## src/shared/soh_pkg.sv

```systemverilog
// constants for the set-all-ones / halt instruction executor
// assumes a core that feeds one 16-bit program word per four-phase cycle
package soh_pkg;

	// ----------------------------------------------------------------
	// instruction encodings
	// ----------------------------------------------------------------
	localparam logic [6:0]  ONES_OPC      = 7'h34;   // upper bits 0110 100
	localparam int          ONES_OPC_LSB  = 9;
	localparam int          ACCESS_BIT    = 8;
	localparam logic [15:0] HALT_OPC      = 16'h0003;
	localparam logic [7:0]  ALL_ONES      = 8'hFF;
	localparam logic [7:0]  WDT_LOAD      = 8'h00;
	localparam logic [7:0]  INDEXED_LIMIT = 8'h5F;
	localparam logic [7:0]  ACCESS_SPLIT  = 8'h60;
	localparam logic [3:0]  ACCESS_HI_BNK = 4'hF;
	localparam logic [3:0]  ACCESS_LO_BNK = 4'h0;

	// ----------------------------------------------------------------
	// register map (byte addresses)
	// ----------------------------------------------------------------
	localparam logic [7:0] CTRL_OFS   = 8'h00;
	localparam logic [7:0] BANK_OFS   = 8'h04;
	localparam logic [7:0] STATE_OFS  = 8'h08;
	localparam logic [7:0] INTST_OFS  = 8'h0C;
	localparam logic [7:0] INTMSK_OFS = 8'h10;

	// field positions
	localparam int CTRL_EXT_BIT   = 0;
	localparam int STATE_TMO_BIT  = 0;
	localparam int STATE_PDN_BIT  = 1;
	localparam int STATE_HALT_BIT = 2;
	localparam int STATE_PH_LSB   = 4;
	localparam int EV_ONES_BIT    = 0;
	localparam int EV_HALT_BIT    = 1;
	localparam int EV_WDTW_BIT    = 2;
	localparam int EV_WAKE_BIT    = 3;
	localparam int EV_COUNT       = 4;
	localparam int BANK_WIDTH     = 4;

	// reset values
	localparam logic       TMO_RESET  = 1'b1;
	localparam logic       PDN_RESET  = 1'b1;
	localparam logic       EXT_RESET  = 1'b0;
	localparam logic [3:0] BANK_RESET = 4'h0;
	localparam logic [3:0] MASK_RESET = 4'h0;

	// ----------------------------------------------------------------
	// instruction phases
	// ----------------------------------------------------------------
	typedef enum logic [1:0] {
		PH_Q1 = 2'b00,
		PH_Q2 = 2'b01,
		PH_Q3 = 2'b10,
		PH_Q4 = 2'b11
	} soh_phase_type;

endpackage

```

## src/shared/soh_dec_if.sv

```systemverilog
// carrier between the executor core and its opcode decoder
// assumes both ends share one clock; the decoder is pure logic
`timescale 1ns/10ps
`default_nettype none
interface soh_dec_if;
	logic        instrValid;   // latched word is a real instruction
	logic [15:0] instrWord;
	logic [3:0]  bankSel;
	logic        extEnable;
	logic [11:0] indexBase;
	logic        isOnes;
	logic        isHalt;
	logic [11:0] effAddr;

	modport core (
		output instrValid,
		output instrWord,
		output bankSel,
		output extEnable,
		output indexBase,
		input  isOnes,
		input  isHalt,
		input  effAddr
	);

	modport dec (
		input  instrValid,
		input  instrWord,
		input  bankSel,
		input  extEnable,
		input  indexBase,
		output isOnes,
		output isHalt,
		output effAddr
	);
endinterface
`default_nettype wire

```

## src/hdl/soh_exec.sv

```systemverilog
// executor for the set-all-ones and halt instructions, with APB registers
// assumes the fetch unit presents a word in Q4 and the register file
// takes read and write strobes one phase at a time
`timescale 1ns/10ps
`default_nettype none
module soh_exec (
	input  wire logic        clk,
	input  wire logic        reset_n,
	// apb slave
	input  wire logic        psel,
	input  wire logic        penable,
	input  wire logic        pwrite,
	input  wire logic [7:0]  paddr,
	input  wire logic [31:0] pwdata,
	output logic [31:0]      prdata,
	output logic             pready,
	output logic             pslverr,
	// instruction feed
	input  wire logic        instrValid,
	input  wire logic [15:0] instrWord,
	output logic             instrTaken,
	output logic [1:0]       qPhase,
	// indexed-offset base from the core
	input  wire logic [11:0] indexBase,
	// register file port
	output logic             rfRdEn,
	output logic             rfWrEn,
	output logic [11:0]      rfAddr,
	output logic [7:0]       rfWrData,
	// watchdog and wake-up
	output logic             wdtCntClr,
	output logic [7:0]       wdtLoadValue,
	output logic             wdtPostClr,
	input  wire logic        wdtWake,
	input  wire logic        extWake,
	// power state and interrupt
	output logic             haltState,
	output logic             oscStop,
	output logic             timeout_flag_n,
	output logic             power_down_flag_n,
	output logic             irq
);

	// ----------------------------------------------------------------
	// reset synchroniser
	// ----------------------------------------------------------------
	logic rstMeta_r;
	logic rstSync_r;

	// release through two flops; assertion stays asynchronous
	always_ff @(posedge clk or negedge reset_n)
	begin
		if (!reset_n)
		begin
			rstMeta_r <= 1'b0;
			rstSync_r <= 1'b0;
		end
		else
		begin
			rstMeta_r <= 1'b1;
			rstSync_r <= rstMeta_r;
		end
	end

	// ----------------------------------------------------------------
	// decoder
	// ----------------------------------------------------------------
	soh_dec_if decBus ();

	soh_decode uDecode (
		.d (decBus.dec)
	);

	// ----------------------------------------------------------------
	// execution state
	// ----------------------------------------------------------------
	soh_pkg::soh_phase_type phase_r, phase_nxt;
	logic        iValid_r, iValid_nxt;
	logic [15:0] iWord_r, iWord_nxt;
	logic        halt_r, halt_nxt;
	logic        tmoFlag_r, tmoFlag_nxt;
	logic        pdnFlag_r, pdnFlag_nxt;
	logic        rdEn_r, rdEn_nxt;
	logic        wrEn_r, wrEn_nxt;
	logic [11:0] addr_r, addr_nxt;
	logic        wdtClr_r, wdtClr_nxt;
	logic        taken_r, taken_nxt;
	logic [soh_pkg::EV_COUNT-1:0] evPulse;

	// apb-owned control read by the core
	logic        ext_r;
	logic [3:0]  bank_r;

	assign decBus.instrValid = iValid_r;
	assign decBus.instrWord  = iWord_r;
	assign decBus.bankSel    = bank_r;
	assign decBus.extEnable  = ext_r;
	assign decBus.indexBase  = indexBase;

	// phase walk, fetch latch, strobes and power state
	always_comb
	begin
		phase_nxt  = phase_r;
		iValid_nxt = iValid_r;
		iWord_nxt  = iWord_r;
		halt_nxt   = halt_r;
		tmoFlag_nxt = tmoFlag_r;
		pdnFlag_nxt = pdnFlag_r;
		addr_nxt   = addr_r;
		rdEn_nxt   = 1'b0;
		wrEn_nxt   = 1'b0;
		wdtClr_nxt = 1'b0;
		taken_nxt  = 1'b0;
		evPulse    = '0;
		if (halt_r)
		begin
			// clock is stopped: phase frozen in Q4 until a wake
			if (wdtWake || extWake)
			begin
				halt_nxt  = 1'b0;
				phase_nxt = soh_pkg::PH_Q1;
				iValid_nxt = 1'b0;
				evPulse[soh_pkg::EV_WAKE_BIT] = 1'b1;
				if (wdtWake)
				begin
					tmoFlag_nxt = 1'b0;
					evPulse[soh_pkg::EV_WDTW_BIT] = 1'b1;
				end
			end
		end
		else
		begin
			case (phase_r)
				soh_pkg::PH_Q1:
				begin
					phase_nxt = soh_pkg::PH_Q2;
					if (decBus.isOnes)
					begin
						rdEn_nxt = 1'b1;
						addr_nxt = decBus.effAddr;
					end
				end
				soh_pkg::PH_Q2:
				begin
					phase_nxt = soh_pkg::PH_Q3;
				end
				soh_pkg::PH_Q3:
				begin
					phase_nxt = soh_pkg::PH_Q4;
					if (decBus.isOnes)
					begin
						wrEn_nxt = 1'b1;
					end
					if (decBus.isHalt)
					begin
						halt_nxt   = 1'b1;
						pdnFlag_nxt = 1'b0;
						tmoFlag_nxt = 1'b1;
						wdtClr_nxt = 1'b1;
						evPulse[soh_pkg::EV_HALT_BIT] = 1'b1;
					end
				end
				soh_pkg::PH_Q4:
				begin
					phase_nxt  = soh_pkg::PH_Q1;
					// a missing word executes as a no-operation
					iValid_nxt = instrValid;
					iWord_nxt  = instrWord;
					taken_nxt  = instrValid;
					if (wrEn_r)
					begin
						evPulse[soh_pkg::EV_ONES_BIT] = 1'b1;
					end
				end
				default:
				begin
					phase_nxt = soh_pkg::PH_Q1;
				end
			endcase
		end
	end

	// registers of the execution state
	always_ff @(posedge clk or negedge rstSync_r)
	begin
		if (!rstSync_r)
		begin
			phase_r  <= soh_pkg::PH_Q4;
			iValid_r <= 1'b0;
			iWord_r  <= 16'h0000;
			halt_r   <= 1'b0;
			tmoFlag_r <= soh_pkg::TMO_RESET;
			pdnFlag_r <= soh_pkg::PDN_RESET;
			rdEn_r   <= 1'b0;
			wrEn_r   <= 1'b0;
			addr_r   <= 12'h000;
			wdtClr_r <= 1'b0;
			taken_r  <= 1'b0;
		end
		else
		begin
			phase_r  <= phase_nxt;
			iValid_r <= iValid_nxt;
			iWord_r  <= iWord_nxt;
			halt_r   <= halt_nxt;
			tmoFlag_r <= tmoFlag_nxt;
			pdnFlag_r <= pdnFlag_nxt;
			rdEn_r   <= rdEn_nxt;
			wrEn_r   <= wrEn_nxt;
			addr_r   <= addr_nxt;
			wdtClr_r <= wdtClr_nxt;
			taken_r  <= taken_nxt;
		end
	end

	// ----------------------------------------------------------------
	// apb registers and interrupt
	// ----------------------------------------------------------------
	logic        rdy_r, rdy_nxt;
	logic        err_r, err_nxt;
	logic [31:0] rdat_r, rdat_nxt;
	logic        ext_nxt;
	logic [3:0]  bank_nxt;
	logic [soh_pkg::EV_COUNT-1:0] ist_r, ist_nxt;
	logic [soh_pkg::EV_COUNT-1:0] msk_r, msk_nxt;
	logic        irq_r, irq_nxt;
	logic        wrStb;
	logic        hit;

	// decode, read mux and sticky status with set winning over clear
	always_comb
	begin
		ext_nxt  = ext_r;
		bank_nxt = bank_r;
		msk_nxt  = msk_r;
		rdat_nxt = rdat_r;
		err_nxt  = 1'b0;
		wrStb    = psel && penable && rdy_r && pwrite && !err_r;
		hit      = (paddr == soh_pkg::CTRL_OFS) || (paddr == soh_pkg::BANK_OFS) ||
			(paddr == soh_pkg::STATE_OFS) || (paddr == soh_pkg::INTST_OFS) ||
			(paddr == soh_pkg::INTMSK_OFS);
		// answer one cycle into the access phase
		rdy_nxt  = psel && !penable;
		if (psel && !penable)
		begin
			err_nxt  = !hit;
			rdat_nxt = 32'h0000_0000;
			case (paddr)
				soh_pkg::CTRL_OFS:   rdat_nxt[soh_pkg::CTRL_EXT_BIT] = ext_r;
				soh_pkg::BANK_OFS:   rdat_nxt[soh_pkg::BANK_WIDTH-1:0] = bank_r;
				soh_pkg::STATE_OFS:
				begin
					rdat_nxt[soh_pkg::STATE_TMO_BIT]  = tmoFlag_r;
					rdat_nxt[soh_pkg::STATE_PDN_BIT]  = pdnFlag_r;
					rdat_nxt[soh_pkg::STATE_HALT_BIT] = halt_r;
					rdat_nxt[soh_pkg::STATE_PH_LSB +: 2] = phase_r;
				end
				soh_pkg::INTST_OFS:  rdat_nxt[soh_pkg::EV_COUNT-1:0] = ist_r;
				soh_pkg::INTMSK_OFS: rdat_nxt[soh_pkg::EV_COUNT-1:0] = msk_r;
				default:             rdat_nxt = 32'h0000_0000;
			endcase
		end
		ist_nxt = ist_r;
		if (wrStb)
		begin
			case (paddr)
				soh_pkg::CTRL_OFS:   ext_nxt  = pwdata[soh_pkg::CTRL_EXT_BIT];
				soh_pkg::BANK_OFS:   bank_nxt = pwdata[soh_pkg::BANK_WIDTH-1:0];
				soh_pkg::INTST_OFS:  ist_nxt  = ist_r & ~pwdata[soh_pkg::EV_COUNT-1:0];
				soh_pkg::INTMSK_OFS: msk_nxt  = pwdata[soh_pkg::EV_COUNT-1:0];
				default:             ext_nxt  = ext_r;
			endcase
		end
		// new events override a same-cycle clear
		ist_nxt = ist_nxt | evPulse;
		irq_nxt = |(ist_nxt & msk_nxt);
	end

	// registers of the apb side
	always_ff @(posedge clk or negedge rstSync_r)
	begin
		if (!rstSync_r)
		begin
			rdy_r  <= 1'b0;
			err_r  <= 1'b0;
			rdat_r <= 32'h0000_0000;
			ext_r  <= soh_pkg::EXT_RESET;
			bank_r <= soh_pkg::BANK_RESET;
			ist_r  <= '0;
			msk_r  <= soh_pkg::MASK_RESET;
			irq_r  <= 1'b0;
		end
		else
		begin
			rdy_r  <= rdy_nxt;
			err_r  <= err_nxt;
			rdat_r <= rdat_nxt;
			ext_r  <= ext_nxt;
			bank_r <= bank_nxt;
			ist_r  <= ist_nxt;
			msk_r  <= msk_nxt;
			irq_r  <= irq_nxt;
		end
	end

	// ----------------------------------------------------------------
	// outputs, straight from flops except the constant rfWrData and wdtLoadValue
	// ----------------------------------------------------------------
	assign prdata            = rdat_r;
	assign pready            = rdy_r;
	assign pslverr           = err_r;
	assign instrTaken        = taken_r;
	assign qPhase            = phase_r;
	assign rfRdEn            = rdEn_r;
	assign rfWrEn            = wrEn_r;
	assign rfAddr            = addr_r;
	// constant all-ones write, no status path
	assign rfWrData          = soh_pkg::ALL_ONES;
	assign wdtCntClr         = wdtClr_r;
	assign wdtLoadValue      = soh_pkg::WDT_LOAD;
	assign wdtPostClr        = wdtClr_r;
	assign haltState         = halt_r;
	// oscillator held off for the whole halt
	assign oscStop           = halt_r;
	assign timeout_flag_n    = tmoFlag_r;
	assign power_down_flag_n = pdnFlag_r;
	assign irq               = irq_r;

endmodule
`default_nettype wire

```

## src/hdl/soh_decode.sv

```systemverilog
// opcode decoder and data-memory address former
// assumes the core holds the word stable for the whole cycle
`timescale 1ns/10ps
`default_nettype none
module soh_decode (
	soh_dec_if.dec d
);

	// ----------------------------------------------------------------
	// decode
	// ----------------------------------------------------------------
	logic [7:0] fld;
	logic       accessSel;

	// opcode match and bank/indexed address forming
	always_comb
	begin
		fld       = d.instrWord[7:0];
		accessSel = d.instrWord[soh_pkg::ACCESS_BIT];
		d.isOnes  = d.instrValid &&
			(d.instrWord[15:soh_pkg::ONES_OPC_LSB] == soh_pkg::ONES_OPC);
		// operand-free halt word, every other bit zero
		d.isHalt  = d.instrValid && (d.instrWord == soh_pkg::HALT_OPC);
		if (accessSel)
		begin
			d.effAddr = {d.bankSel, fld};
		end
		else if (d.extEnable && (fld <= soh_pkg::INDEXED_LIMIT))
		begin
			// indexed offset; wraps inside 4K, as the core's adder does
			d.effAddr = d.indexBase + {4'h0, fld};
		end
		else if (fld < soh_pkg::ACCESS_SPLIT)
		begin
			d.effAddr = {soh_pkg::ACCESS_LO_BNK, fld};
		end
		else
		begin
			// access bank, special-function half
			d.effAddr = {soh_pkg::ACCESS_HI_BNK, fld};
		end
	end

endmodule
`default_nettype wire

```

## config.mk

```make
export PLATFORM = sky130hd
export DESIGN_NAME = soh_exec
export DESIGN_NICKNAME = d
export VERILOG_FILES = /design/src/shared/soh_pkg.sv /design/src/shared/soh_dec_if.sv /design/src/hdl/soh_exec.sv /design/src/hdl/soh_decode.sv
export SDC_FILE = /design/constraint.sdc
export NUM_CORES = 1
export LEC_CHECK = 0
export BUFFER_PORTS_ARGS = -buffer_cell sky130_fd_sc_hd__buf_2
export CAP_MARGIN = 20
export CORE_ASPECT_RATIO = 1.4
export CORE_UTILIZATION = 52
export DETAILED_ROUTE_END_ITERATION = 6
export PLACE_DENSITY = 0.86
export SLEW_MARGIN = 10
export SYNTH_ARGS = -nofsm -noshare
export SYNTH_HDL_FRONTEND = slang
export SYNTH_SLANG_ARGS = --single-unit
```

## constraint.sdc

```tcl
create_clock -name clk -period 2.8 [get_ports clk]
set_input_delay 0.56 -clock clk [delete_from_list [all_inputs] [get_ports clk]]
set_output_delay 0.56 -clock clk [all_outputs]
set_load 0.03 [all_outputs]
```

# Word-level counts from Yosys, hierarchy flattened
# Cells that the tools add are included.
# word_totals
elab_cells	110
regBits	62
# classes
bitwise_logic	5
n_addsub	1
n_reduce_logical	29
n_eq_ne	11
n_mux	41
order_cmp	2
# op_table
cell	n
two-way mux 12 bit	3
two-way mux 1 bit	24
== test 16 x 2 -> 1 bit, second input constant	1
== test 8 x 4 -> 1 bit, second input constant	2
two-way mux 4 bit	4
case mux 2 bit (4 select lines)	2
adder 12 x 8 -> 12 bit	1
two-way mux 2 bit	6
AND 4 bit	2
== test 8 x 3 -> 1 bit, second input constant	1
== test 8 x 5 -> 1 bit, second input constant	1
<= comparator 8 x 7 -> 1 bit, second input constant	1
logical AND 1 bit	8
logical NOT 8 bit	1
< comparator 8 x 7 -> 1 bit, second input constant	1
AND reduction 2 bit	4
== test 7 x 6 -> 1 bit, second input constant	1
AND reduction 3 bit	2
nonzero test 2 bit	3
logical OR 1 bit	5
case mux 1 bit (5 select lines)	1
== test 2 bit, second input constant	2
inverter 4 bit	1
bitwise OR 4 bit	1
other kinds (9)	11

# Longest topological paths before layout
# Gate-level depths: netlist of run 1.
# depth
word_depth	8
ltp_mapped	9
ltp_nobuf	9

# Hierarchy
# A second synthesis of run 1 with hierarchy kept.
# hier_totals
cells_unflattened	371
area_unflattened_um2	3651.0
# by_module_without_submodules
mod	cells_per_inst	area_each_um2	instances
soh_exec	272	2949.1	1
soh_decode	99	701.9	1

# Least setup slack after synthesis of run 1
# OpenSTA, ideal clock, no wires.
# synth_path
path_kind	input to register
start	input paddr[7]
end	register irq_r, in the netlist irq
n_path_buf	0
t_arrival_ps	2374
slack_ps	298
setup_ps	129
stages	6
path_cell_list	or4_4 > nor2_1 > and4_2 > mux2_2 > and2_0 > a2111o_1
# synth_between
word_cells_on_any_way	9
classes_between	eq/ne: 2; mux: 4; bitwise: 2; reduce/logical: 1
# synth_rtl
item	line	text
start: declaration	soh_exec.sv:13	input wire logic [7:0] paddr,
== test 8 x 5 -> 1 bit	soh_exec.sv:266	case (paddr)
two-way mux 4 bit	soh_exec.sv:266	
two-way mux 4 bit	soh_exec.sv:264	if (wrStb)
via msk_nxt, one bit	soh_exec.sv:225	logic [soh_pkg::EV_COUNT-1:0] msk_r, msk_nxt;
AND 4 bit	soh_exec.sv:276	irq_nxt = |(ist_nxt & msk_nxt);
OR reduction 4 bit	soh_exec.sv:276	
via irq_nxt	soh_exec.sv:226	logic irq_r, irq_nxt;
end signal: assignment	soh_exec.sv:302	irq_r <= irq_nxt;
end: declaration	soh_exec.sv:226	
# The timed path passes the listed nets, and every way through them passes these cells.
# A chain may end at the register's enable or synchronous reset.

# Worst setup path after layout of run 1
# Same ends and word-level chain as after synthesis.

==> flow_summary.ini, run 1 <==
[setup_path]
critical_path_peak_fanout = 4
cp-start-kind = input pin
worst-setup-path-type = in -> reg
timing.critical_path.arrival_ns = 2.54
worst_endpoint_required_time_ns = 3.02
timing.critical_path.to_type = flop
regToRegEndpoint = rfAddr[8]
worstReg2RegStart = decBus.instrWord[0]
worst-r2r-setup-slack_ns = 0.54
worst-r2r-cell-count = 9

[cts]
worst_skew_pair.late_latency_ns = 0.34
cts.sink_count = 62
clock_tree_buf_depth = 2
tritoncts = built
cts_resized = 0
path_clk_slew_ns = 0.07
post_cts_buffers = 0
ctsHoldBuffers = 1
cts_buffers = 9
ctsHtreeMaxLevel = 3
cts_root_buffer = sky130_fd_sc_hd__clkbuf_8

[place]
numPortBuffers = 79
hpwl_after_detailed_placement_mm = 5.78
weighted_congestion_at_the_end_of_routability_driven_global_placement = 0.905
placedInstanceArea_sq_um = 3850

[yosys]
synth_top_family_by_area = simple AND/OR/NAND/NOR gates
number_of_enable_flip_flop_cells_after_synthesis = 0
post_synth_instance_area_sq_um = 3530
ys_async_sr_fraction = 1.00
synth.avg_cell_area_sq_um = 10.0
post_synth_fa_ha_maj_area_fraction = 0.0447
synth_compound_gate_area_share = 0.105
yosys_most_used_dff = sky130_fd_sc_hd__dfrtp_1
ys_types = 54
syn-instance-count = 352
synth.yosys.warnings = 0
synth-seq-cells = 62
fraction_of_synthesized_area_in_multiplexers = 0.112
synth-simple-area-share = 0.159
ys_seq_area_frac = 0.441
synthXorXnorAreaFrac = 0.0149

[drt]
postRouteWirelength_mm = 7.57
drt-vias-per-instance = 5.34
drc = 0
drt.antenna.violating_nets = 0
first_iter_violations = 130
drtPass1Iterations = 4
detailroute.via_count = 2753
wl_per_cell_um = 14.7

[timing]
setup_violations = 0
timing.final.hold_violations = 0
fin_hold_ws_ns = 0.309
min_period_over_period = 0.829
fmax_ghz = 0.431
fin_crit_ns = 2.32
rsz0062_at_grt = no
final.setup.tns_ns = 0
transition_at_the_pin_with_the_smallest_max_transition_slack_ns = 0.670
finalMaxSlewViolations = 0
finClkSkew_ns = 0.0127
slew_headroom = 0.554

[pwr]
report.power.total_w = 0.00329
power.density_nw_per_um2 = 807
leakage_nw = 2.01
peakVddDrop_uv = 332

[die]
die_h_um = 99.5
core_area_sq_um = 6570
die_w_um = 71.6
initial_cell_density_of_the_core = 0.537
top_level_ports = 150
floorplan.die_area_sq_um = 7130
num_rows = 35

[global_routing]
grt_start_max_net_pins = 33
met1_grt_util = 0.252
met3_usage = 0.0527
grt_first_pass_wirelength_mm = 12.3
antenna_violations_before_repair = 0
number_of_global_route_vias_before_repair = 2654
grtUsageTotal = 0.225
grt.busiest_layer = met2
overflow = 0
grtUsageMet2 = 0.398

[cells_and_area]
drive_above_1_share = 0.319
antenna_cells_inserted = 0
finish.instance_area_sq_um = 4080
finalNetCount = 525
layout-area-overhead-vs-synth_pct = 15.6

[hold_path]
worst_hold_path_type = reg -> async

[run_status]
outcome = complete, no violations

[run]
count_of_maximum_capacitance_violations = 0
[layout make-up]
class / instances / area (sq um)
Fill cell: 531 / 2490
Multi-Input combinational cell: 263 / 1700
Sequential cell: 62 / 1560
Timing Repair Buffer: 87 / 458
Clock buffer: 9 / 124
Clock inverter: 7 / 97.6
Tap cell: 74 / 92.6
Inverter: 14 / 52.6
[report_power, final]
group,internal [W],switching [W]
registers,0.00110,0.000180
clock network,0.000503,0.000367
logic,0.000468,0.000672
[registers in the layout (all words and copies together), names as in the netlist, 2 cells and up]
register,cells
bank_r,4
decBus.instrWord,16
qPhase,2
ist_r,4
prdata,6
rfAddr,12
msk_r,4
[cells in the mapped netlist, drive strengths merged (5+ instances only)]
cell type   n  area, sq um
inv        14         52.6
nand2      37          139
nor2       14         55.1
mux2i       9         90.1
and2        5         31.3
nor2b      12         75.1
buf        45          334
nor3        9         56.3
dfrtp      58         1450
clkbuf      9         43.8
o21ai      27          135
nand3      10         50.1
a21oi      11         55.1
ha         11          138
mux2       25          282
[routing by layer]
| metal | part of all wire | vias to the layer above |
|---|---|---|
| met5 | 0 | - |
| met4 | 0.026 | 0 |
| met3 | 0.042 | 20 |
| met2 | 0.54 | 94 |
| met1 | 0.39 | 1329 |
| li1 | - | 1310 |
[worst max path at each step]
stage,endpoint,cells past startpoint,start
CTS,irq,7,paddr[7]
global placement,irq,7,paddr[7]
floorplan,irq,6,paddr[7]
finish,irq,7,paddr[7]
global route,rfAddr[10],9,decBus.instrWord[0]
detailed placement,irq,7,paddr[7]
[critical path: stages]
cell and delay (ns):
sky130_fd_sc_hd__buf_2 0.10, sky130_fd_sc_hd__or4_4 0.55, sky130_fd_sc_hd__nor2_1 0.15, sky130_fd_sc_hd__and4_2 0.30, sky130_fd_sc_hd__mux2_2 0.35, sky130_fd_sc_hd__and2_0 0.15, sky130_fd_sc_hd__a2111o_1 0.37
[cell usage in the layout (no fill, tap or decap), types with 3 or more instances in the layout]
cell / n
sky130_fd_sc_hd__inv_1: 14
sky130_fd_sc_hd__dfstp_2: 4
sky130_fd_sc_hd__nor3_1: 8
sky130_fd_sc_hd__o21ai_0: 27
sky130_fd_sc_hd__ha_1: 11
sky130_fd_sc_hd__nand2_1: 37
sky130_fd_sc_hd__a21o_1: 3
sky130_fd_sc_hd__and2_1: 4
sky130_fd_sc_hd__conb_1: 43
sky130_fd_sc_hd__nand3_1: 10
sky130_fd_sc_hd__a21oi_1: 11
sky130_fd_sc_hd__xnor2_1: 4
sky130_fd_sc_hd__a22oi_1: 3
sky130_fd_sc_hd__a31oi_1: 4
sky130_fd_sc_hd__dfrtp_1: 57
sky130_fd_sc_hd__clkbuf_8: 9
sky130_fd_sc_hd__mux2i_1: 9
sky130_fd_sc_hd__mux2_2: 25
sky130_fd_sc_hd__nor2b_1: 12
sky130_fd_sc_hd__buf_2: 79
sky130_fd_sc_hd__buf_4: 7
sky130_fd_sc_hd__nor2_1: 13
[per-stage QoR]
| step | std cells | util | setup slack, ns |
|---|---|---|---|
| after floorplan | 393 | - | 0.298 |
| after global placement | 499 | 0.586 | 0.158 |
| after detailed placement | 499 | 0.586 | 0.126 |
| after CTS | 516 | 0.621 | 0.492 |
| after global routing | 516 | 0.621 | 0.317 |
| final | 516 | 0.621 | 0.479 |
[kinds of logic after synthesis]
group                      count (synthesis)
other                                      2
and+or+nand+nor                          106
AOI/OAI and AO/OA                         61
DFF                                       62
muxes                                     35
xor gates and xnor gates                   6
buffers and inverters                     68
adders and majority gates                 12
Note: power is estimated with default switching activity, not from simulation.
==> run 2, diff against run 1 <==
- CORE_UTILIZATION: 52 -> 48
- PLACE_DENSITY: 0.86 -> 0.8
- clock period: 2.8 -> 2.25 ns (I/O delays scaled with it)
==> flow_summary.ini, run 2 (synthesized netlist as in run 1, its figures left out) <==
[drt]
drtPass1Iterations = 4
drc = 0
drt.antenna.violating_nets = 0
detailroute.via_count = 2802
wl_per_cell_um = 14.3
first_iter_violations = 126
postRouteWirelength_mm = 7.88
drt-vias-per-instance = 5.09

[timing]
finalMaxSlewViolations = 0
fin_crit_ns = 2.15
slew_headroom = 0.492
rsz0062_at_grt = no
min_period_over_period = 0.957
transition_at_the_pin_with_the_smallest_max_transition_slack_ns = 0.762
setup_violations = 0
setup_ws_ns = 0.0975
finClkSkew_ns = 0.00411
fin_hold_ws_ns = 0.312
timing.final.hold_violations = 0
fmax_ghz = 0.465

[die]
die_h_um = 103
core_area_sq_um = 7030
initial_cell_density_of_the_core = 0.502
die_w_um = 74.5
floorplan.die_area_sq_um = 7710
num_rows = 36
top_level_ports = 150

[run_status]
outcome = complete, no violations

[cells_and_area]
multi_input_comb_area_sq_um = 1730
largest_reg_flops = 16
fill_cells = 598
mostFrequentLayoutCell = sky130_fd_sc_hd__buf_2
seqCellArea_sq_um = 1560
drive_above_1_share = 0.347
mostFrequentLayoutCells = sky130_fd_sc_hd__buf_2 (79), sky130_fd_sc_hd__dfrtp_1 (57), sky130_fd_sc_hd__conb_1 (43)
finalNetCount = 538
antenna_cells_inserted = 0
layout-area-overhead-vs-synth_pct = 20.8

[global_routing]
grtUsageTotal = 0.225
antenna_violations_before_repair = 0
grt_start_max_net_pins = 61
grt_first_pass_wirelength_mm = 12.8
number_of_global_route_vias_before_repair = 2768
overflow = 0

[setup_path]
crit_slowest_cell = sky130_fd_sc_hd__fa_1
cp_slowest_stage_delay_ns = 0.40
worstReg2RegStart = decBus.instrWord[0]
timing.critical_path.to_type = flop
critical_path_peak_fanout = 2
worst-setup-path-type = reg -> reg
crit_path_cell_trace = ha_1, inv_1, fa_1, nor2b_2, o2111ai_2, nand3b_1, xnor2_1, o21ai_0, mux2_2
timing.critical_path.arrival_ns = 2.39
worst_endpoint_required_time_ns = 2.48
cp-start-kind = flop
crit_start = decBus.instrWord[0]

[pwr]
p_int_w = 0.00276
combinationalPowerShare = 0.357
power.sequential.fraction = 0.365
power.density_nw_per_um2 = 1020
leakage_nw = 2.10
power_frac_clock = 0.278
switching_share = 0.363
peakVddDrop_uv = 690
switchingPower_w = 0.00158

[cts]
clock_tree_buf_depth = 2
tritoncts = built
cts_root_buffer = sky130_fd_sc_hd__clkbuf_8
cts_buffers = 9
worst_skew_pair.late_latency_ns = 0.35
ctsHtreeMaxLevel = 3
cts.sink_count = 62
path_clk_slew_ns = 0.07

[place]
hpwl_after_detailed_placement_mm = 5.99
weighted_congestion_at_the_end_of_routability_driven_global_placement = 0.857
preCtsSetupSlack_ns = -0.233
numPortBuffers = 79

[hold_path]
min-delay-start = instrWord[1]
worst_hold_path_type = in -> reg

[run]
count_of_maximum_capacitance_violations = 0
-- run 2: cell count changes in the layout (fill, tap and decap cells not counted), sizes merged --
cell / before / now
buf: 86 / 99
clkinvlp: 2 / 0
bufinv: 2 / 3
clkinv: 2 / 3
-- run 2: repair_timing --
action / 4_1_cts / 5_1_grt
hold buffers: 1 / 0
resized for setup: 0 / 4
endpoints found under the hold margin: 2 / 0
endpoints found under the setup margin: 0 / 3
setup buffers: 0 / 1
-- run 2: routing by layer --
metal	GRT usage	routed length, um	part of all wire	vias to the layer above
met3	0.0620	459	0.058	14
met5	0	0	0	-
met1	0.243	3040	0.39	1351
met4	0.123	215	0.027	0
li1	-	-	-	1332
met2	0.393	4170	0.53	105
-- run 2: final cells by class --
| cell class | instances | share of cell area |
|---|---|---|
| Tap cell | 95 | 0.0279 |
| Clock inverter | 7 | 0.0285 |
| Inverter | 14 | 0.0123 |
| Clock buffer | 9 | 0.0291 |
| Multi-Input combinational cell | 263 | 0.407 |
| Timing Repair Buffer | 100 | 0.130 |
| Sequential cell | 62 | 0.365 |
-- run 2: through the flow --
step	util	cells	area (sq um)	TNS [ns]	power, W
global route	0.607	550	4260	0	0.00459
CTS	0.602	549	4230	0	0.00430
floorplan	-	393	3700	-0.0436	0.00271
finish	0.607	550	4260	0	0.00434
detailed placement	0.566	532	3980	-0.619	0.00308
global placement	0.566	532	3980	-0.470	0.00302
-- run 2: path summary, 6_finish.rpt --
check	cells past startpoint	end	slack, ns
max in group asynchronous	1	rfAddr[6]	1.32
worst max-delay path	9	rfAddr[6]	0.1
min in group asynchronous	2	rstMeta_r	0.41
worst min-delay path	3	decBus.instrWord[1]	0.31
worst max register to register	9	rfAddr[6]	0.1
worst min register to register	0	rstSync_r	0.36
-- run 2: critical path: cells and delay by family (launching register included) --
| family | cells | cell delay, ns |
|---|---|---|
| AOI/OAI and AO/OA | 2 | 0.31 |
| DFF | 1 | 0.36 |
| and+or+nand+nor | 2 | 0.34 |
| adders and majority gates | 2 | 0.56 |
| xor gates and xnor gates | 1 | 0.13 |
| muxes | 1 | 0.28 |
| buffers and inverters | 1 | 0.06 |
-- run 2: power by group through the flow --
stage / sequential [W] / clock (W) / combinational (W)
4_1_cts: 0.00159 / 0.00123 / 0.00148
2_1_floorplan: 0.00174 / 0 / 0.000961
3_5_place_dp: 0.00161 / 0 / 0.00147
3_3_place_gp: 0.00160 / 0 / 0.00142
6_report: 0.00158 / 0.00121 / 0.00155
5_1_grt: 0.00163 / 0.00128 / 0.00169
==> run 3, diff against run 2 <==
- CORE_UTILIZATION: 48 -> 45
- CTS_CLUSTER_DIAMETER: not set -> 100
- PLACE_DENSITY: 0.8 -> 0.76
- RECOVER_POWER: not set -> 100
==> flow_summary.ini, run 3 (synthesized netlist as in run 1, its figures left out) <==
[timing]
setup_ws_ns = 0.0280
setup_violations = 0
finalMaxSlewViolations = 0
fmax_ghz = 0.450
min_period_over_period = 0.988
slew_headroom = 0.361
timing.final.hold_violations = 0
rsz0062_at_grt = yes
fin_crit_ns = 2.22
finClkSkew_ns = 0.00754
transition_at_the_pin_with_the_smallest_max_transition_slack_ns = 0.958
final.setup.tns_ns = 0

[setup_path]
cpLargestDelayFamily = simple AND/OR/NAND/NOR gates
worstSetupPathDepth = 7
cp_slowest_stage_delay_ns = 0.52
worst-r2r-setup-slack_ns = 0.17
critical_path_peak_fanout = 4
worstReg2RegStart = decBus.instrWord[0]
crit_buf_inv = 1
regToRegEndpoint = rfAddr[8]
cp-start-kind = input pin
worst_endpoint_required_time_ns = 2.47
timing.critical_path.to_type = flop
worst-r2r-cell-count = 9
worst-setup-path-type = in -> reg
crit_path_cell_trace = buf_2, or4_4, nor2_1, and4_1, mux2_4, and2_0, a2111o_1
crit_slowest_cell = sky130_fd_sc_hd__or4_4
timing.critical_path.arrival_ns = 2.44

[drt]
drt-vias-per-instance = 5.07
drtPass1Iterations = 4
postRouteWirelength_mm = 7.72
first_iter_violations = 80
drc = 0
detailroute.via_count = 2795
drt.antenna.violating_nets = 0
wl_per_cell_um = 14.0

[die]
floorplan.die_area_sq_um = 8210
core_area_sq_um = 7450
die_h_um = 107
initial_cell_density_of_the_core = 0.474
num_rows = 37
die_w_um = 76.9
top_level_ports = 150

[cts]
clock_tree_buf_depth = 2
path_clk_slew_ns = 0.07
ctsHtreeMaxLevel = 3
worst_skew_pair.late_latency_ns = 0.35
cts_root_buffer = sky130_fd_sc_hd__clkbuf_8
cts_buffers = 9
tritoncts = built
cts.sink_count = 62

[cells_and_area]
finalNetCount = 538
drive_above_1_share = 0.247
mostFrequentLayoutCell = sky130_fd_sc_hd__dfrtp_1
post_layout_nonfiller_instances = 551
fill_cells = 707
mostFrequentLayoutCells = sky130_fd_sc_hd__dfrtp_1 (58), sky130_fd_sc_hd__buf_2 (47), sky130_fd_sc_hd__conb_1 (43)
layout-area-overhead-vs-synth_pct = 17.1
largest_reg_flops = 16
antenna_cells_inserted = 0
post_route_core_utilization = 0.555

[hold_path]
worst_hold_path_type = in -> reg
hold_depth = 2
hold_path_end = decBus.instrWord[2]
min-delay-start = instrWord[2]

[place]
hpwl_after_detailed_placement_mm = 5.98
numPortBuffers = 79
weighted_congestion_at_the_end_of_routability_driven_global_placement = 0.898
numPlacedInstances = 534
preCtsSetupSlack_ns = -0.223

[global_routing]
overflow = 0
antenna_violations_before_repair = 0
grt_start_max_net_pins = 38
grt_first_pass_wirelength_mm = 12.9
number_of_global_route_vias_before_repair = 2809
grtUsageTotal = 0.206

[pwr]
report.power.total_w = 0.00411
peakVddDrop_uv = 466
power.density_nw_per_um2 = 994
leakage_nw = 1.93

[run_status]
outcome = complete, no violations

[run]
count_of_maximum_capacitance_violations = 0
run 3: cell count changes in the layout (fill, tap and decap cells not counted), moves of 2 or more:
cell                       before  now
sky130_fd_sc_hd__dfstp_2        4    2
sky130_fd_sc_hd__buf_2         79   47
sky130_fd_sc_hd__clkinv_4       2    0
sky130_fd_sc_hd__dfstp_1        0    2
sky130_fd_sc_hd__buf_4         20   12
sky130_fd_sc_hd__clkinv_2       1    3
sky130_fd_sc_hd__clkbuf_1       0   39
run 3: layout make-up:
cell class	count	area, sq um	share of cell area
multi-input combinational	263	1710	0.414
sequential	62	1560	0.377
timing repair buffer	100	490	0.119
clock buffer	10	128	0.0309
tap	97	121	0.0294
clock inverter	5	75.1	0.0182
inverter	14	52.6	0.0127
run 3: power breakdown:
part	total, W	switching, W	leakage (nW)	internal (W)
logic	0.00148	0.000866	1.09	0.000615
clock network	0.00104	0.000430	0.106	0.000611
registers	0.00159	0.000218	0.743	0.00137
total	0.00411	0.00151	1.93	0.00260
run 3: worst register-to-register path, stage by stage (launching register included):
cell	delay, ns
sky130_fd_sc_hd__dfrtp_1	0.35
sky130_fd_sc_hd__ha_1	0.16
sky130_fd_sc_hd__inv_1	0.05
sky130_fd_sc_hd__fa_1	0.38
sky130_fd_sc_hd__nor2b_2	0.17
sky130_fd_sc_hd__o2111ai_2	0.15
sky130_fd_sc_hd__a31oi_2	0.25
sky130_fd_sc_hd__xnor2_1	0.16
sky130_fd_sc_hd__o221ai_1	0.14
sky130_fd_sc_hd__o21a_1	0.13
run 3: metrics by stage:
| stage | hold WS, ns | area [sq um] |
|---|---|---|
| 2_1_floorplan | 0.154 | 3700 |
| 3_3_place_gp | 0.235 | 3990 |
| 3_5_place_dp | 0.237 | 3990 |
| 4_1_cts | 0.280 | 4200 |
| 5_1_grt | 0.324 | 4130 |
| 6_report | 0.326 | 4130 |
run 3: what timing repair did:
action                                  4_1_cts  5_1_grt
hold buffers                                  1        0
resized for setup                             0        5
buffers inserted                              0        1
endpoints found under the setup margin        0        7
endpoints found under the hold margin         2        0
run 3: layer usage:
metal  part of all wire  global-route usage  vias to the layer above
met3              0.070              0.0596                       10
met2               0.53               0.369                      110
li1                   -                   -                     1329
met1               0.39               0.221                     1346
met5                  0                   0                        -
met4              0.017              0.0948                        0
run 3: worst max path at each step:
stage	start	to	slack [ns]
global route	decBus.instrWord[0]	rfAddr[8]	-0.02
detailed placement	paddr[0]	irq	-0.22
finish	paddr[0]	irq	0.03
CTS	decBus.instrWord[0]	rfAddr[8]	0.10
global placement	paddr[0]	irq	-0.19
floorplan	paddr[0]	irq	-0.04
